**src/logic/ovm_pkg.sv**
```systemverilog
/*
 * ovm_pkg: register map, field layout, reset values and timing constants
 * of the overrange flag and sample marking block.
 * Assumes a 32-bit plain register port with word index addresses.
 */
`default_nettype none
package ovm_pkg;
   localparam int unsigned SAMPLE_W = 12;
   localparam int unsigned THR_W = 8;
   localparam int unsigned SEL_W = 3;
   localparam int unsigned CNT_W = 10;
   localparam int unsigned LEN_W = 11;
   localparam int unsigned ADDR_W = 8;
   localparam int unsigned DATA_W = 32;
   localparam int unsigned NFLAG = 4;

   // register indexes on the plain port
   localparam logic [7:0] REG_OVR_CFG = 8'h00;
   localparam logic [7:0] REG_MARK_CTRL = 8'h01;
   localparam logic [7:0] REG_CLK_CTRL2 = 8'h02;
   localparam logic [7:0] REG_FLAG_STAT = 8'h03;
   localparam logic [7:0] REG_IRQ_STAT = 8'h04;
   localparam logic [7:0] REG_IRQ_MASK = 8'h05;

   // field positions in the overrange config, mark control and clock control words
   localparam int unsigned F_T0_LSB = 0;
   localparam int unsigned F_T1_LSB = 8;
   localparam int unsigned F_SEL_LSB = 16;
   localparam int unsigned F_MARK_EN = 0;
   localparam int unsigned F_SYSREF_SEL = 0;

   // reset values
   localparam logic [7:0] RST_T0 = 8'hFF;
   localparam logic [7:0] RST_T1 = 8'hFF;
   localparam logic [2:0] RST_SEL = 3'h0;

   // shortest flag hold, in device clock cycles
   localparam logic [10:0] HOLD_BASE = 11'h008;
   // most negative two's complement code and saturated magnitude
   localparam logic [11:0] CODE_MIN = 12'h800;
   localparam logic [10:0] MAG_MAX = 11'h7FF;
   // clock period in ns, for reference of hold lengths
   localparam real CLK_PERIOD_NS = 5.0;

   typedef struct packed {
      logic [2:0] hold_sel;
      logic [7:0] low_thr;
      logic [7:0] high_thr;
   } ovm_cfg_s;

   typedef struct packed {
      logic valid;
      logic [11:0] a;
      logic [11:0] b;
      logic mark;
   } ovm_smp_s;
endpackage : ovm_pkg
`default_nettype wire

```
**src/logic/ovm_overrange_mark.sv**
```systemverilog
/*
 * ovm_overrange_mark: overrange threshold flags with stretched hold, dither
 * removal, event mark insertion and a small register file with interrupt.
 * Assumes samples arrive in two's complement on ref_clk with their dither,
 * and that the marker pins are asynchronous to ref_clk.
 */
// Local design decisions: the register addresses and the strobed register port.
`timescale 1ns/100ps
`default_nettype none
module ovm_overrange_mark (
   input wire logic ref_clk,
   input wire logic nrst,
   input wire logic [ovm_pkg::ADDR_W-1:0] reg_addr,
   input wire logic [ovm_pkg::DATA_W-1:0] reg_wdata,
   input wire logic reg_wr,
   input wire logic reg_rd,
   output logic [ovm_pkg::DATA_W-1:0] reg_rdata,
   input wire logic sample_valid,
   input wire logic [ovm_pkg::SAMPLE_W-1:0] chan_a_sample,
   input wire logic [ovm_pkg::SAMPLE_W-1:0] chan_b_sample,
   input wire logic [ovm_pkg::SAMPLE_W-1:0] chan_a_dither,
   input wire logic [ovm_pkg::SAMPLE_W-1:0] chan_b_dither,
   input wire logic event_mark_input,
   input wire logic sysref_input,
   output logic out_valid,
   output logic [ovm_pkg::SAMPLE_W-1:0] chan_a_out,
   output logic [ovm_pkg::SAMPLE_W-1:0] chan_b_out,
   output logic chan_a_flag_high,
   output logic chan_a_flag_low,
   output logic chan_b_flag_high,
   output logic chan_b_flag_low,
   output logic irq
);

   // saturating magnitude of a two's complement code, top eight bits
   function automatic logic [7:0] mag_top(input logic [11:0] code);
      logic [10:0] mag;
      mag = 11'h000;
      if (code == ovm_pkg::CODE_MIN) begin
         mag = ovm_pkg::MAG_MAX;
      end else if (code[11]) begin
         mag = 11'(-code);
      end else begin
         mag = code[10:0];
      end
      return mag[10:3];
   endfunction : mag_top

   // hold length in cycles: base shifted by the select
   function automatic logic [10:0] hold_len(input logic [2:0] sel);
      return ovm_pkg::HOLD_BASE << sel;
   endfunction : hold_len

   // saturating removal of dither
   function automatic logic [11:0] undither(input logic [11:0] s,
                                            input logic [11:0] d);
      logic [12:0] diff;
      diff = {s[11], s} - {d[11], d};
      // clip rather than wrap: a wrapped code would trip the wrong flag
      if (diff[12] != diff[11]) begin
         return diff[12] ? ovm_pkg::CODE_MIN : {1'b0, ovm_pkg::MAG_MAX};
      end
      return diff[11:0];
   endfunction : undither

   ovm_pkg::ovm_cfg_s cfg_r;
   logic mark_en_r;
   logic sysref_sel_r;
   logic [3:0] irq_stat_r;
   logic [3:0] irq_mask_r;
   logic [31:0] rdata_r;
   logic [2:0] tm_sync_r;
   logic [2:0] sr_sync_r;
   logic tm_lvl_r;
   logic sr_lvl_r;
   ovm_pkg::ovm_smp_s s1_r;
   logic s1_en_r;
   logic [3:0] flag_r;
   logic [3:0] flag_d_r;

   // address decode on the plain port
   wire wr_cfg = reg_wr && (reg_addr == ovm_pkg::REG_OVR_CFG);
   wire wr_mark = reg_wr && (reg_addr == ovm_pkg::REG_MARK_CTRL);
   wire wr_clk2 = reg_wr && (reg_addr == ovm_pkg::REG_CLK_CTRL2);
   wire wr_istat = reg_wr && (reg_addr == ovm_pkg::REG_IRQ_STAT);
   wire wr_imask = reg_wr && (reg_addr == ovm_pkg::REG_IRQ_MASK);

   // config registers
   always_ff @(posedge ref_clk or negedge nrst) begin
      if (!nrst) begin
         cfg_r <= '{hold_sel: ovm_pkg::RST_SEL, low_thr: ovm_pkg::RST_T1,
                    high_thr: ovm_pkg::RST_T0};
         mark_en_r <= 1'b0;
         sysref_sel_r <= 1'b0;
         irq_mask_r <= 4'h0;
      end else begin
         if (wr_cfg) begin
            cfg_r.high_thr <= reg_wdata[ovm_pkg::F_T0_LSB +: 8];
            cfg_r.low_thr <= reg_wdata[ovm_pkg::F_T1_LSB +: 8];
            cfg_r.hold_sel <= reg_wdata[ovm_pkg::F_SEL_LSB +: 3];
         end
         if (wr_mark) begin
            mark_en_r <= reg_wdata[ovm_pkg::F_MARK_EN];
         end
         if (wr_clk2) begin
            sysref_sel_r <= reg_wdata[ovm_pkg::F_SYSREF_SEL];
         end
         if (wr_imask) begin
            irq_mask_r <= reg_wdata[3:0];
         end
      end
   end

   // read mux; unmapped indexes read zero
   logic [31:0] rd_mux;
   always_comb begin
      rd_mux = 32'h0000_0000;
      case (reg_addr)
         ovm_pkg::REG_OVR_CFG: rd_mux = {13'h0000, cfg_r};
         ovm_pkg::REG_MARK_CTRL: rd_mux = {31'h0000_0000, mark_en_r};
         ovm_pkg::REG_CLK_CTRL2: rd_mux = {31'h0000_0000, sysref_sel_r};
         ovm_pkg::REG_FLAG_STAT: rd_mux = {28'h000_0000, flag_r};
         ovm_pkg::REG_IRQ_STAT: rd_mux = {28'h000_0000, irq_stat_r};
         ovm_pkg::REG_IRQ_MASK: rd_mux = {28'h000_0000, irq_mask_r};
         default: rd_mux = 32'h0000_0000;
      endcase
   end

   // read data stands only in the cycle after the strobe
   always_ff @(posedge ref_clk or negedge nrst) begin
      if (!nrst) begin
         rdata_r <= 32'h0000_0000;
      end else begin
         rdata_r <= reg_rd ? rd_mux : 32'h0000_0000;
      end
   end
   assign reg_rdata = rdata_r;

   // marker pins: three flops, level accepted once stages two and three agree
   always_ff @(posedge ref_clk or negedge nrst) begin
      if (!nrst) begin
         tm_sync_r <= 3'h0;
         sr_sync_r <= 3'h0;
         tm_lvl_r <= 1'b0;
         sr_lvl_r <= 1'b0;
      end else begin
         // stage one feeds only the shift, never any decision
         tm_sync_r <= {tm_sync_r[1:0], event_mark_input};
         sr_sync_r <= {sr_sync_r[1:0], sysref_input};
         if (tm_sync_r[1] == tm_sync_r[2]) begin
            tm_lvl_r <= tm_sync_r[2];
         end
         if (sr_sync_r[1] == sr_sync_r[2]) begin
            sr_lvl_r <= sr_sync_r[2];
         end
      end
   end

   // marker source; the sync adds a fixed lag versus the pin
   wire mark_src = sysref_sel_r ? sr_lvl_r : tm_lvl_r;

   // stage one: dither removed, marker captured beside the same sample
   always_ff @(posedge ref_clk or negedge nrst) begin
      if (!nrst) begin
         s1_r <= '0;
         s1_en_r <= 1'b0;
      end else begin
         s1_r.valid <= sample_valid;
         s1_r.a <= undither(chan_a_sample, chan_a_dither);
         s1_r.b <= undither(chan_b_sample, chan_b_dither);
         s1_r.mark <= mark_src;
         s1_en_r <= mark_en_r;
      end
   end

   // stage two: output words, marker kept at the data latency
   always_ff @(posedge ref_clk or negedge nrst) begin
      if (!nrst) begin
         out_valid <= 1'b0;
         chan_a_out <= 12'h000;
         chan_b_out <= 12'h000;
      end else begin
         out_valid <= s1_r.valid;
         if (s1_en_r) begin
            chan_a_out <= {s1_r.a[11:1], s1_r.mark};
            chan_b_out <= {s1_r.b[11:1], s1_r.mark};
         end else begin
            chan_a_out <= s1_r.a;
            chan_b_out <= s1_r.b;
         end
      end
   end

   // magnitudes, shared thresholds for both channels
   wire [7:0] mag_a = mag_top(s1_r.a);
   wire [7:0] mag_b = mag_top(s1_r.b);
   wire [10:0] len = hold_len(cfg_r.hold_sel);
   wire [9:0] len_m1 = 10'(len - 11'h001);
   wire [3:0] ev;
   logic [9:0] cnt_r [4];

   // flag i: bit0 picks low threshold, bit1 picks channel b
   // four identical lanes, each with its own hold counter
   for (genvar g = 0; g < ovm_pkg::NFLAG; g++) begin : g_flag
      wire [7:0] thr = g[0] ? cfg_r.low_thr : cfg_r.high_thr;
      wire [7:0] mag = g[1] ? mag_b : mag_a;
      assign ev[g] = s1_r.valid && (mag >= thr);

      // hold counter restarts on every event while the flag stands
      always_ff @(posedge ref_clk or negedge nrst) begin
         if (!nrst) begin
            cnt_r[g] <= 10'h000;
            flag_r[g] <= 1'b0;
         end else if (ev[g]) begin
            cnt_r[g] <= len_m1;
            flag_r[g] <= 1'b1;
         end else if (cnt_r[g] != 10'h000) begin
            cnt_r[g] <= cnt_r[g] - 10'h001;
         end else begin
            flag_r[g] <= 1'b0;
         end
      end

      // each event reloads the hold, so the flag rises and counts afresh
      a_flag_on_event: assert property (@(posedge ref_clk)
         disable iff (!nrst) ev[g] |=> flag_r[g])
         else $error("flag not set after event");
      a_hold_restart: assert property (@(posedge ref_clk)
         disable iff (!nrst) ev[g] |=> cnt_r[g] == $past(len_m1))
         else $error("hold counter not reloaded");
      // shortest hold: eight quiet cycles after the event, then release
      a_flag_hold_len: assert property (@(posedge ref_clk)
         disable iff (!nrst)
         (ev[g] && cfg_r.hold_sel == 3'h0) ##1 (!ev[g]) [*8]
         |-> flag_r[g] ##1 !flag_r[g])
         else $error("flag hold length wrong");
      a_flag_no_event: assert property (@(posedge ref_clk)
         disable iff (!nrst) !flag_r[g] |-> cnt_r[g] == 10'h000)
         else $error("flag low with hold pending");
      a_flag_release: assert property (@(posedge ref_clk)
         disable iff (!nrst)
         $fell(flag_r[g]) |-> $past(cnt_r[g]) == 10'h000 && !$past(ev[g]))
         else $error("flag dropped before hold ran out");
      a_flag_stays: assert property (@(posedge ref_clk)
         disable iff (!nrst) (cnt_r[g] != 10'h000) |=> flag_r[g])
         else $error("flag dropped while hold counting");
   end

   assign chan_a_flag_high = flag_r[0];
   assign chan_a_flag_low = flag_r[1];
   assign chan_b_flag_high = flag_r[2];
   assign chan_b_flag_low = flag_r[3];

   // sticky status on flag rise; set wins over a clear in the same cycle
   wire [3:0] flag_rise = flag_r & ~flag_d_r;
   wire [3:0] clr = wr_istat ? reg_wdata[3:0] : 4'h0;
   always_ff @(posedge ref_clk or negedge nrst) begin
      if (!nrst) begin
         flag_d_r <= 4'h0;
         irq_stat_r <= 4'h0;
      end else begin
         flag_d_r <= flag_r;
         irq_stat_r <= (irq_stat_r & ~clr) | flag_rise;
      end
   end
   assign irq = |(irq_stat_r & irq_mask_r);

   // datapath checks
   a_mag_saturate: assert property (@(posedge ref_clk)
      disable iff (!nrst) (s1_r.a == ovm_pkg::CODE_MIN) |-> mag_a == 8'hFF)
      else $error("most negative code not saturated");
   a_mag_negative: assert property (@(posedge ref_clk)
      disable iff (!nrst) (s1_r.b == 12'h810) |-> mag_b == 8'hFE)
      else $error("negative magnitude wrong");
   a_shared_thr: assert property (@(posedge ref_clk)
      disable iff (!nrst)
      (mag_a == mag_b) |-> (ev[0] == ev[2]) && (ev[1] == ev[3]))
      else $error("channels use different thresholds");
   a_dither_removed: assert property (@(posedge ref_clk)
      disable iff (!nrst)
      1'b1 |=> s1_r.a == undither($past(chan_a_sample),
                                  $past(chan_a_dither)))
      else $error("dither not removed");
   // output word two edges after the sample, marker on the same edge
   a_out_latency: assert property (@(posedge ref_clk)
      disable iff (!nrst) sample_valid |-> ##2 out_valid)
      else $error("output word latency wrong");
   a_mark_inserted: assert property (@(posedge ref_clk)
      disable iff (!nrst)
      (mark_en_r && !wr_mark) ##1 1'b1 |=>
      chan_a_out == {$past(s1_r.a[11:1]), $past(s1_r.mark)})
      else $error("marker not in lsb");
   a_mark_chan_b: assert property (@(posedge ref_clk)
      disable iff (!nrst) s1_en_r |=> chan_b_out[0] == $past(s1_r.mark))
      else $error("marker missing on channel b");
   a_mark_bypass: assert property (@(posedge ref_clk)
      disable iff (!nrst) !s1_en_r |=> chan_b_out == $past(s1_r.b))
      else $error("sample altered while marking off");
   a_mark_source: assert property (@(posedge ref_clk)
      disable iff (!nrst) sysref_sel_r |=> s1_r.mark == $past(sr_lvl_r))
      else $error("sysref not used as marker");
   a_sync_level: assert property (@(posedge ref_clk)
      disable iff (!nrst)
      (tm_sync_r[2] == tm_sync_r[1]) |=> tm_lvl_r == $past(tm_sync_r[2]))
      else $error("marker level not accepted");
   // a rise is never lost to a clear written in the same cycle
   a_stat_set_wins: assert property (@(posedge ref_clk)
      disable iff (!nrst) (flag_rise != 4'h0) |=>
      (irq_stat_r & $past(flag_rise)) == $past(flag_rise))
      else $error("status rise lost");
   a_irq_level: assert property (@(posedge ref_clk) disable iff (!nrst)
      ((irq_mask_r & flag_rise) != 4'h0) && !wr_imask |=> irq)
      else $error("interrupt missing");
   a_rdata_idle: assert property (@(posedge ref_clk) disable iff (!nrst)
      !reg_rd |=> reg_rdata == 32'h0000_0000)
      else $error("read data outside its cycle");

   c_high_trip: cover property (@(posedge ref_clk) disable iff (!nrst)
      $rose(chan_a_flag_high));
   c_restart: cover property (@(posedge ref_clk) disable iff (!nrst)
      flag_r[1] && ev[1]);
   c_marked: cover property (@(posedge ref_clk) disable iff (!nrst)
      s1_en_r && s1_r.mark && s1_r.valid);
   c_sysref_mark: cover property (@(posedge ref_clk) disable iff (!nrst)
      sysref_sel_r && s1_en_r && s1_r.mark);
   c_irq_raise: cover property (@(posedge ref_clk) disable iff (!nrst)
      $rose(irq));

endmodule : ovm_overrange_mark
`default_nettype wire

```
**config.mk**
```make
export PLATFORM = sky130hd
export DESIGN_NAME = ovm_overrange_mark
export DESIGN_NICKNAME = d
export VERILOG_FILES = /design/src/logic/ovm_pkg.sv /design/src/logic/ovm_overrange_mark.sv
export SDC_FILE = /design/constraint.sdc
export NUM_CORES = 1
export LEC_CHECK = 0
export BUFFER_PORTS_ARGS = -buffer_cell sky130_fd_sc_hd__buf_2
export CORE_AREA = 2 2 169 212
export DETAILED_ROUTE_END_ITERATION = 10
export DIE_AREA = 0 0 171 214
export SYNTH_ARGS = -nofsm -noshare
export SYNTH_HDL_FRONTEND = slang
export SYNTH_SLANG_ARGS = --single-unit
export TNS_END_PERCENT = 5
```
**constraint.sdc**
```tcl
create_clock -name ref_clk -period 12 [get_ports ref_clk]
set_clock_uncertainty 0.2 [all_clocks]
set_input_delay 2.4 -clock ref_clk [delete_from_list [all_inputs] [get_ports ref_clk]]
set_output_delay 2.4 -clock ref_clk [all_outputs]
set_load 0.02 [all_outputs]
```
==> metrics.yaml, run 1 <==
fp-row-count: 76
routed_via_density: 4.29
grtUsageMet3_pct: 3.42
async_flop_share_pct: 100
critPathRequiredTime_ps: 12170
via_count: 6145
dieHeight_um: 214
nets: 1110
cp_slowest_stage_delay_ps: 670
path_cells: "buf_2, inv_1, ha_1, fa_1, nor2b_1, o21a_1, o21ai_1, a211oi_1, a211oi_1, o21ai_1, maj3_1"
port_buffers: 130
fillers: 3646
grt_pass1_vias: 6174
utilization_pct: 29.9
antenna_found_initial: 0
setup_ws_ps: 7360
cts_resized: 0
synth_compound_area_share_pct: 9.44
placed_cell_area_um2: 9660
rsz0062_at_grt: "no"
crit_type: "in2reg"
hold_slack_ps: 151
ys_ff_latch: 156
wirelength_mm: 20.1
worst-path-buf-inv: 2
grt_pass1_wl_mm: 32.3
postSynthCellCount: 819
slowest_stage: "o21ai_1"
p_per_area_nw_per_um2: 179
clk_pin_slew_ps: 60
route.detailed.drc: 0
setup_viol: 0
hold_class: "reg2reg"
grt_util_met1_pct: 13.2
core_um2: 34400
cts_buffer_depth: 2
dieArea_um2: 36600
final_common_cell: "dfrtp_1"
cp-end-kind: "register"
clock_tree.root_cell: "clkbuf_16"
drt-initial-drc-count: 309
post-route-cell-area_um2: 10300
cts_buffers: 17
gp_congestion: 0.807
fin_crit_ps: 4640
drive_gt1_share_pct: 23.3
place_ws_ps: 6850
ys_warn_count: 0
drv_slew: 0
busiest_layer: "met2"
yosys-mux-area-fraction_pct: 7.58
status: "finished clean"
ir_worst_vdd_mv: 0.122
crit_arrival_ps: 4810
dr.pass1.iters: 6
grt_remaining_overflow: 0
relSlewSlack_pct: 33.3
worstMarginPinSlew_ps: 998
hold_viol: 0
cts_sinks: 156
holdBufCountCts: 0
htreeDepth: 4
leakage_nw: 4.95
path_delay_family: "compound AO/OA/AOI/OAI gates"
ant_nets: 0
final_cell_mix: "dfrtp_1 (140), buf_2 (129), nand2_1 (87)"
synth_top_family_by_area: "simple AND/OR/NAND/NOR gates"
maxCapViolCount: 0
cts_setup_buffers: 0
timing.final.crit_share_pct: 38.6
synth_xor_area_share_pct: 5.76
syn_avg_cell_area_um2: 10.4
regToRegSetupSlack_ps: 7920
synth_edf_count: 0
area_delta_synth_final_pct: 20.7
cp_max_fo: 12
synth_fa_ha_area_share_pct: 11.3
place_hpwl_mm: 15.5
syn_area_um2: 8520
die_w_um: 171
start_kind: "input pin"
grt.total_usage_pct: 11.5
start_util_pct: 24.7
grtUsageMet2_pct: 19.9
ioPinCount: 157
synth-main-ff-cell: "dfrtp_1"
seq_area_frac_synth_pct: 46.1
clock_latency_ps: 450
clock.fmax_ghz: 0.216
wire_per_inst_um: 14.0
cts_tree: "built"
tns_ps: 0
yosys.cell_types.count: 61
synth_simple_gate_area_share_pct: 14.6
diodes: 0
grt_max_degree: 95
-- registers in the layout, summed over array words and instances (netlist names) --
signal	cells
sysref_sel_r	1
irq_mask_r	4
irq_stat_r	4
chan_b_out	12
tm_sync_r	3
chan_b_flag_high	1
g_flag.thr	16
reg_rdata	19
cnt_r	40
chan_a_flag_high	1
chan_a_out	12
chan_b_flag_low	1
cfg_r	3
chan_a_flag_low	1
sr_lvl_r	1
s1_en_r	1
s1_r	26
sr_sync_r	3
out_valid	1
tm_lvl_r	1
mark_en_r	1
flag_d_r	4
-- cells by family after synthesis --
family	after synthesis
fa+ha+maj	79
simple gates	241
compound gates	125
xor+xnor	56
mux	61
buf+inv	100
flops	156
other cells	1
-- report_power, final --
part	total [W]	switching, W	leakage (nW)	internal [W]
clock network	0.000571	0.000252	0.300	0.000319
registers	0.000737	0.0000998	1.86	0.000637
logic	0.000534	0.000296	2.80	0.000238
total	0.00184	0.000648	4.95	0.00119
-- cells in the mapped netlist, types with 18 or more instances --
| library cell | instances | share of area (%) |
|---|---|---|
| dfrtp_1 | 140 | 41 |
| nand2_1 | 87 | 3.8 |
| inv_1 | 66 | 2.9 |
| ha_1 | 61 | 9.0 |
| nor2_1 | 41 | 1.8 |
| a21oi_1 | 40 | 2.3 |
| xor2_1 | 34 | 3.5 |
| mux2i_1 | 33 | 3.9 |
| mux2_2 | 28 | 3.7 |
| o21ai_0 | 22 | 1.3 |
| xnor2_1 | 22 | 2.3 |
| nor3_1 | 21 | 1.2 |
| clkbuf_1 | 18 | 0.79 |
-- metal layers --
layer	part of all wire [%]	wire [um]
met1	42	8350
met2	51	10200
met3	5.8	1160
met4	2.0	399
met5	0	0
-- per-stage QoR --
step                      total power (W)  cells
after floorplan                   0.00112    831
after global placement            0.00127   1401
after detailed placement          0.00129   1401
after CTS                         0.00187   1433
after global routing              0.00197   1433
final                             0.00184   1433
-- cell type report --
| cell class | instances | area (um^2) | area share [%] |
|---|---|---|---|
| Multi-Input combinational cell | 575 | 4200 | 40.8 |
| Inverter | 66 | 248 | 2.41 |
| Clock inverter | 15 | 199 | 1.93 |
| Sequential cell | 156 | 3920 | 38.2 |
| Timing Repair Buffer | 136 | 702 | 6.83 |
| Tap cell | 468 | 586 | 5.69 |
| Clock buffer | 17 | 425 | 4.14 |
-- worst paths after layout --
check,end,startpoint,cells past startpoint
worst min-delay path,sr_sync_r[1],sr_sync_r[0],0
worst min register to register,sr_sync_r[1],sr_sync_r[0],0
worst max register to register,cnt_r[27],s1_r[15],15
worst max-delay path,s1_r[1],chan_b_sample[0],11
max in group asynchronous,reg_rdata[14],nrst,2
min in group asynchronous,cnt_r[19],nrst,1
Note: power is estimated with default switching activity, not from simulation.
==> run 2: changes to the inputs <==
clock period = 4.7 ns   (was 12 ns; I/O delays follow)
==> metrics.yaml, run 2 (same netlist as run 1, synthesis figures left out) <==
grt_pass1_wl_mm: 33.1
dieHeight_um: 214
wirelength_mm: 20.2
cts_sinks: 156
gp_congestion: 0.821
clk_pin_slew_ps: 70
port_buffers: 130
leakage_nw: 4.94
place_hpwl_mm: 15.7
nets: 1111
maxCapViolCount: 0
grt_max_degree: 92
clock_tree.root_cell: "clkbuf_16"
drv_slew: 0
diodes: 0
cp_slowest_stage_delay_ps: 580
ant_nets: 0
core_um2: 34400
start_util_pct: 24.7
cts_buffers: 17
slowest_stage: "or4_4"
setup_viol: 0
die_w_um: 171
wire_per_inst_um: 14.1
dr.pass1.iters: 4
largest_reg_flops: 40
final_common_cell: "dfrtp_1"
tns_ps: 0
clock.fmax_ghz: 0.248
ir_worst_vdd_mv: 0.281
utilization_pct: 29.8
grt_pass1_vias: 6322
path_cells: "or4_4, nor4_4, nand2b_2, or2_1, or4b_4, and2_4, ha_1, nand2b_1, a21oi_1, nor2b_1, o21ai_0, a21oi_1, o221ai_1, buf_4, mux2i_1"
grt.total_usage_pct: 11.7
cts_resized: 0
relSlewSlack_pct: 34.4
crit_type: "reg2reg"
hold_class: "reg2reg"
p_per_area_nw_per_um2: 452
status: "finished clean"
area_delta_synth_final_pct: 20.5
holdBufCountCts: 0
dieArea_um2: 36600
final_cell_mix: "dfrtp_1 (140), buf_2 (129), nand2_1 (87)"
route.detailed.drc: 0
crit_arrival_ps: 4190
cts_buffer_depth: 2
critPathMostFrequentCell: "a21oi_1"
drive_gt1_share_pct: 23.4
path_delay_family: "simple AND/OR/NAND/NOR gates"
regMostFlops: "cnt_r"
cts_setup_buffers: 0
ioPinCount: 157
routed_via_density: 4.31
htreeDepth: 4
worstMarginPinSlew_ps: 981
antenna_found_initial: 0
cp-end-kind: "register"
drt-initial-drc-count: 349
fp-row-count: 76
hold_viol: 0
timing.final.crit_share_pct: 85.7
rsz0062_at_grt: "no"
fin_crit_ps: 4030
via_count: 6186
grt_remaining_overflow: 0
start_kind: "register"
worst-path-buf-inv: 1
cp_max_fo: 11
cts_tree: "built"
critPathRequiredTime_ps: 4860
clock_latency_ps: 440
-- run 2: path summary, 6_finish.rpt --
kind	start	end	slack [ps]	cells after the start
min in group asynchronous	nrst	cnt_r[13]	360	1
worst min register to register	sr_sync_r[0]	sr_sync_r[1]	150	0
worst min-delay path	sr_sync_r[0]	sr_sync_r[1]	150	0
max in group asynchronous	nrst	g_flag[0].thr[1]	2920	2
worst max register to register	s1_r[15]	cnt_r[28]	670	15
worst max-delay path	s1_r[15]	cnt_r[28]	670	15
-- run 2: worst reg2reg max path, cell delays in order (launching register included) --
cell      delay (ps)
dfrtp_1          400
or4_4            580
nor4_4           190
nand2b_2         100
or2_1            240
or4b_4           560
and2_4           170
ha_1             250
nand2b_1         140
a21oi_1          140
nor2b_1           60
o21ai_0          140
a21oi_1           90
o221ai_1         220
buf_4            270
mux2i_1          210
-- run 2: per-stage QoR --
stage          total power [W]  hold WS [ps]  instances  setup slack, ps  area, um^2
6_report               0.00464           154       1434              671       10300
5_1_grt                0.00501           170       1434              395       10300
4_1_cts                0.00472           155       1434              640       10300
3_5_place_dp           0.00328           140       1402              650        9670
3_3_place_gp           0.00324           131       1402              745        9670
2_1_floorplan          0.00286           131        831              639        8560
-- run 2: routing by layer --
metal / GRT usage (%) / part of all wire, % / routed length, um
met1: 13.4 / 41 / 8320
met2: 20.1 / 51 / 10300
met5: 0 / 0 / 0
met4: 5.08 / 2.6 / 525
met3: 3.22 / 5.4 / 1080
-- run 2: final cells by class --
class	count	area (um^2)
Multi-Input combinational cell	575	4200
Timing Repair Buffer	137	709
Clock inverter	15	176
Fill cell	3668	24200
Tap cell	468	586
Clock buffer	17	425
Inverter	66	248
Sequential cell	156	3920
-- run 2: power by group --
| group | leakage, nW | switching, W | internal (W) |
|---|---|---|---|
| sequential | 1.86 | 0.000263 | 0.00163 |
| clock | 0.286 | 0.000604 | 0.000799 |
| combinational | 2.80 | 0.000745 | 0.000606 |
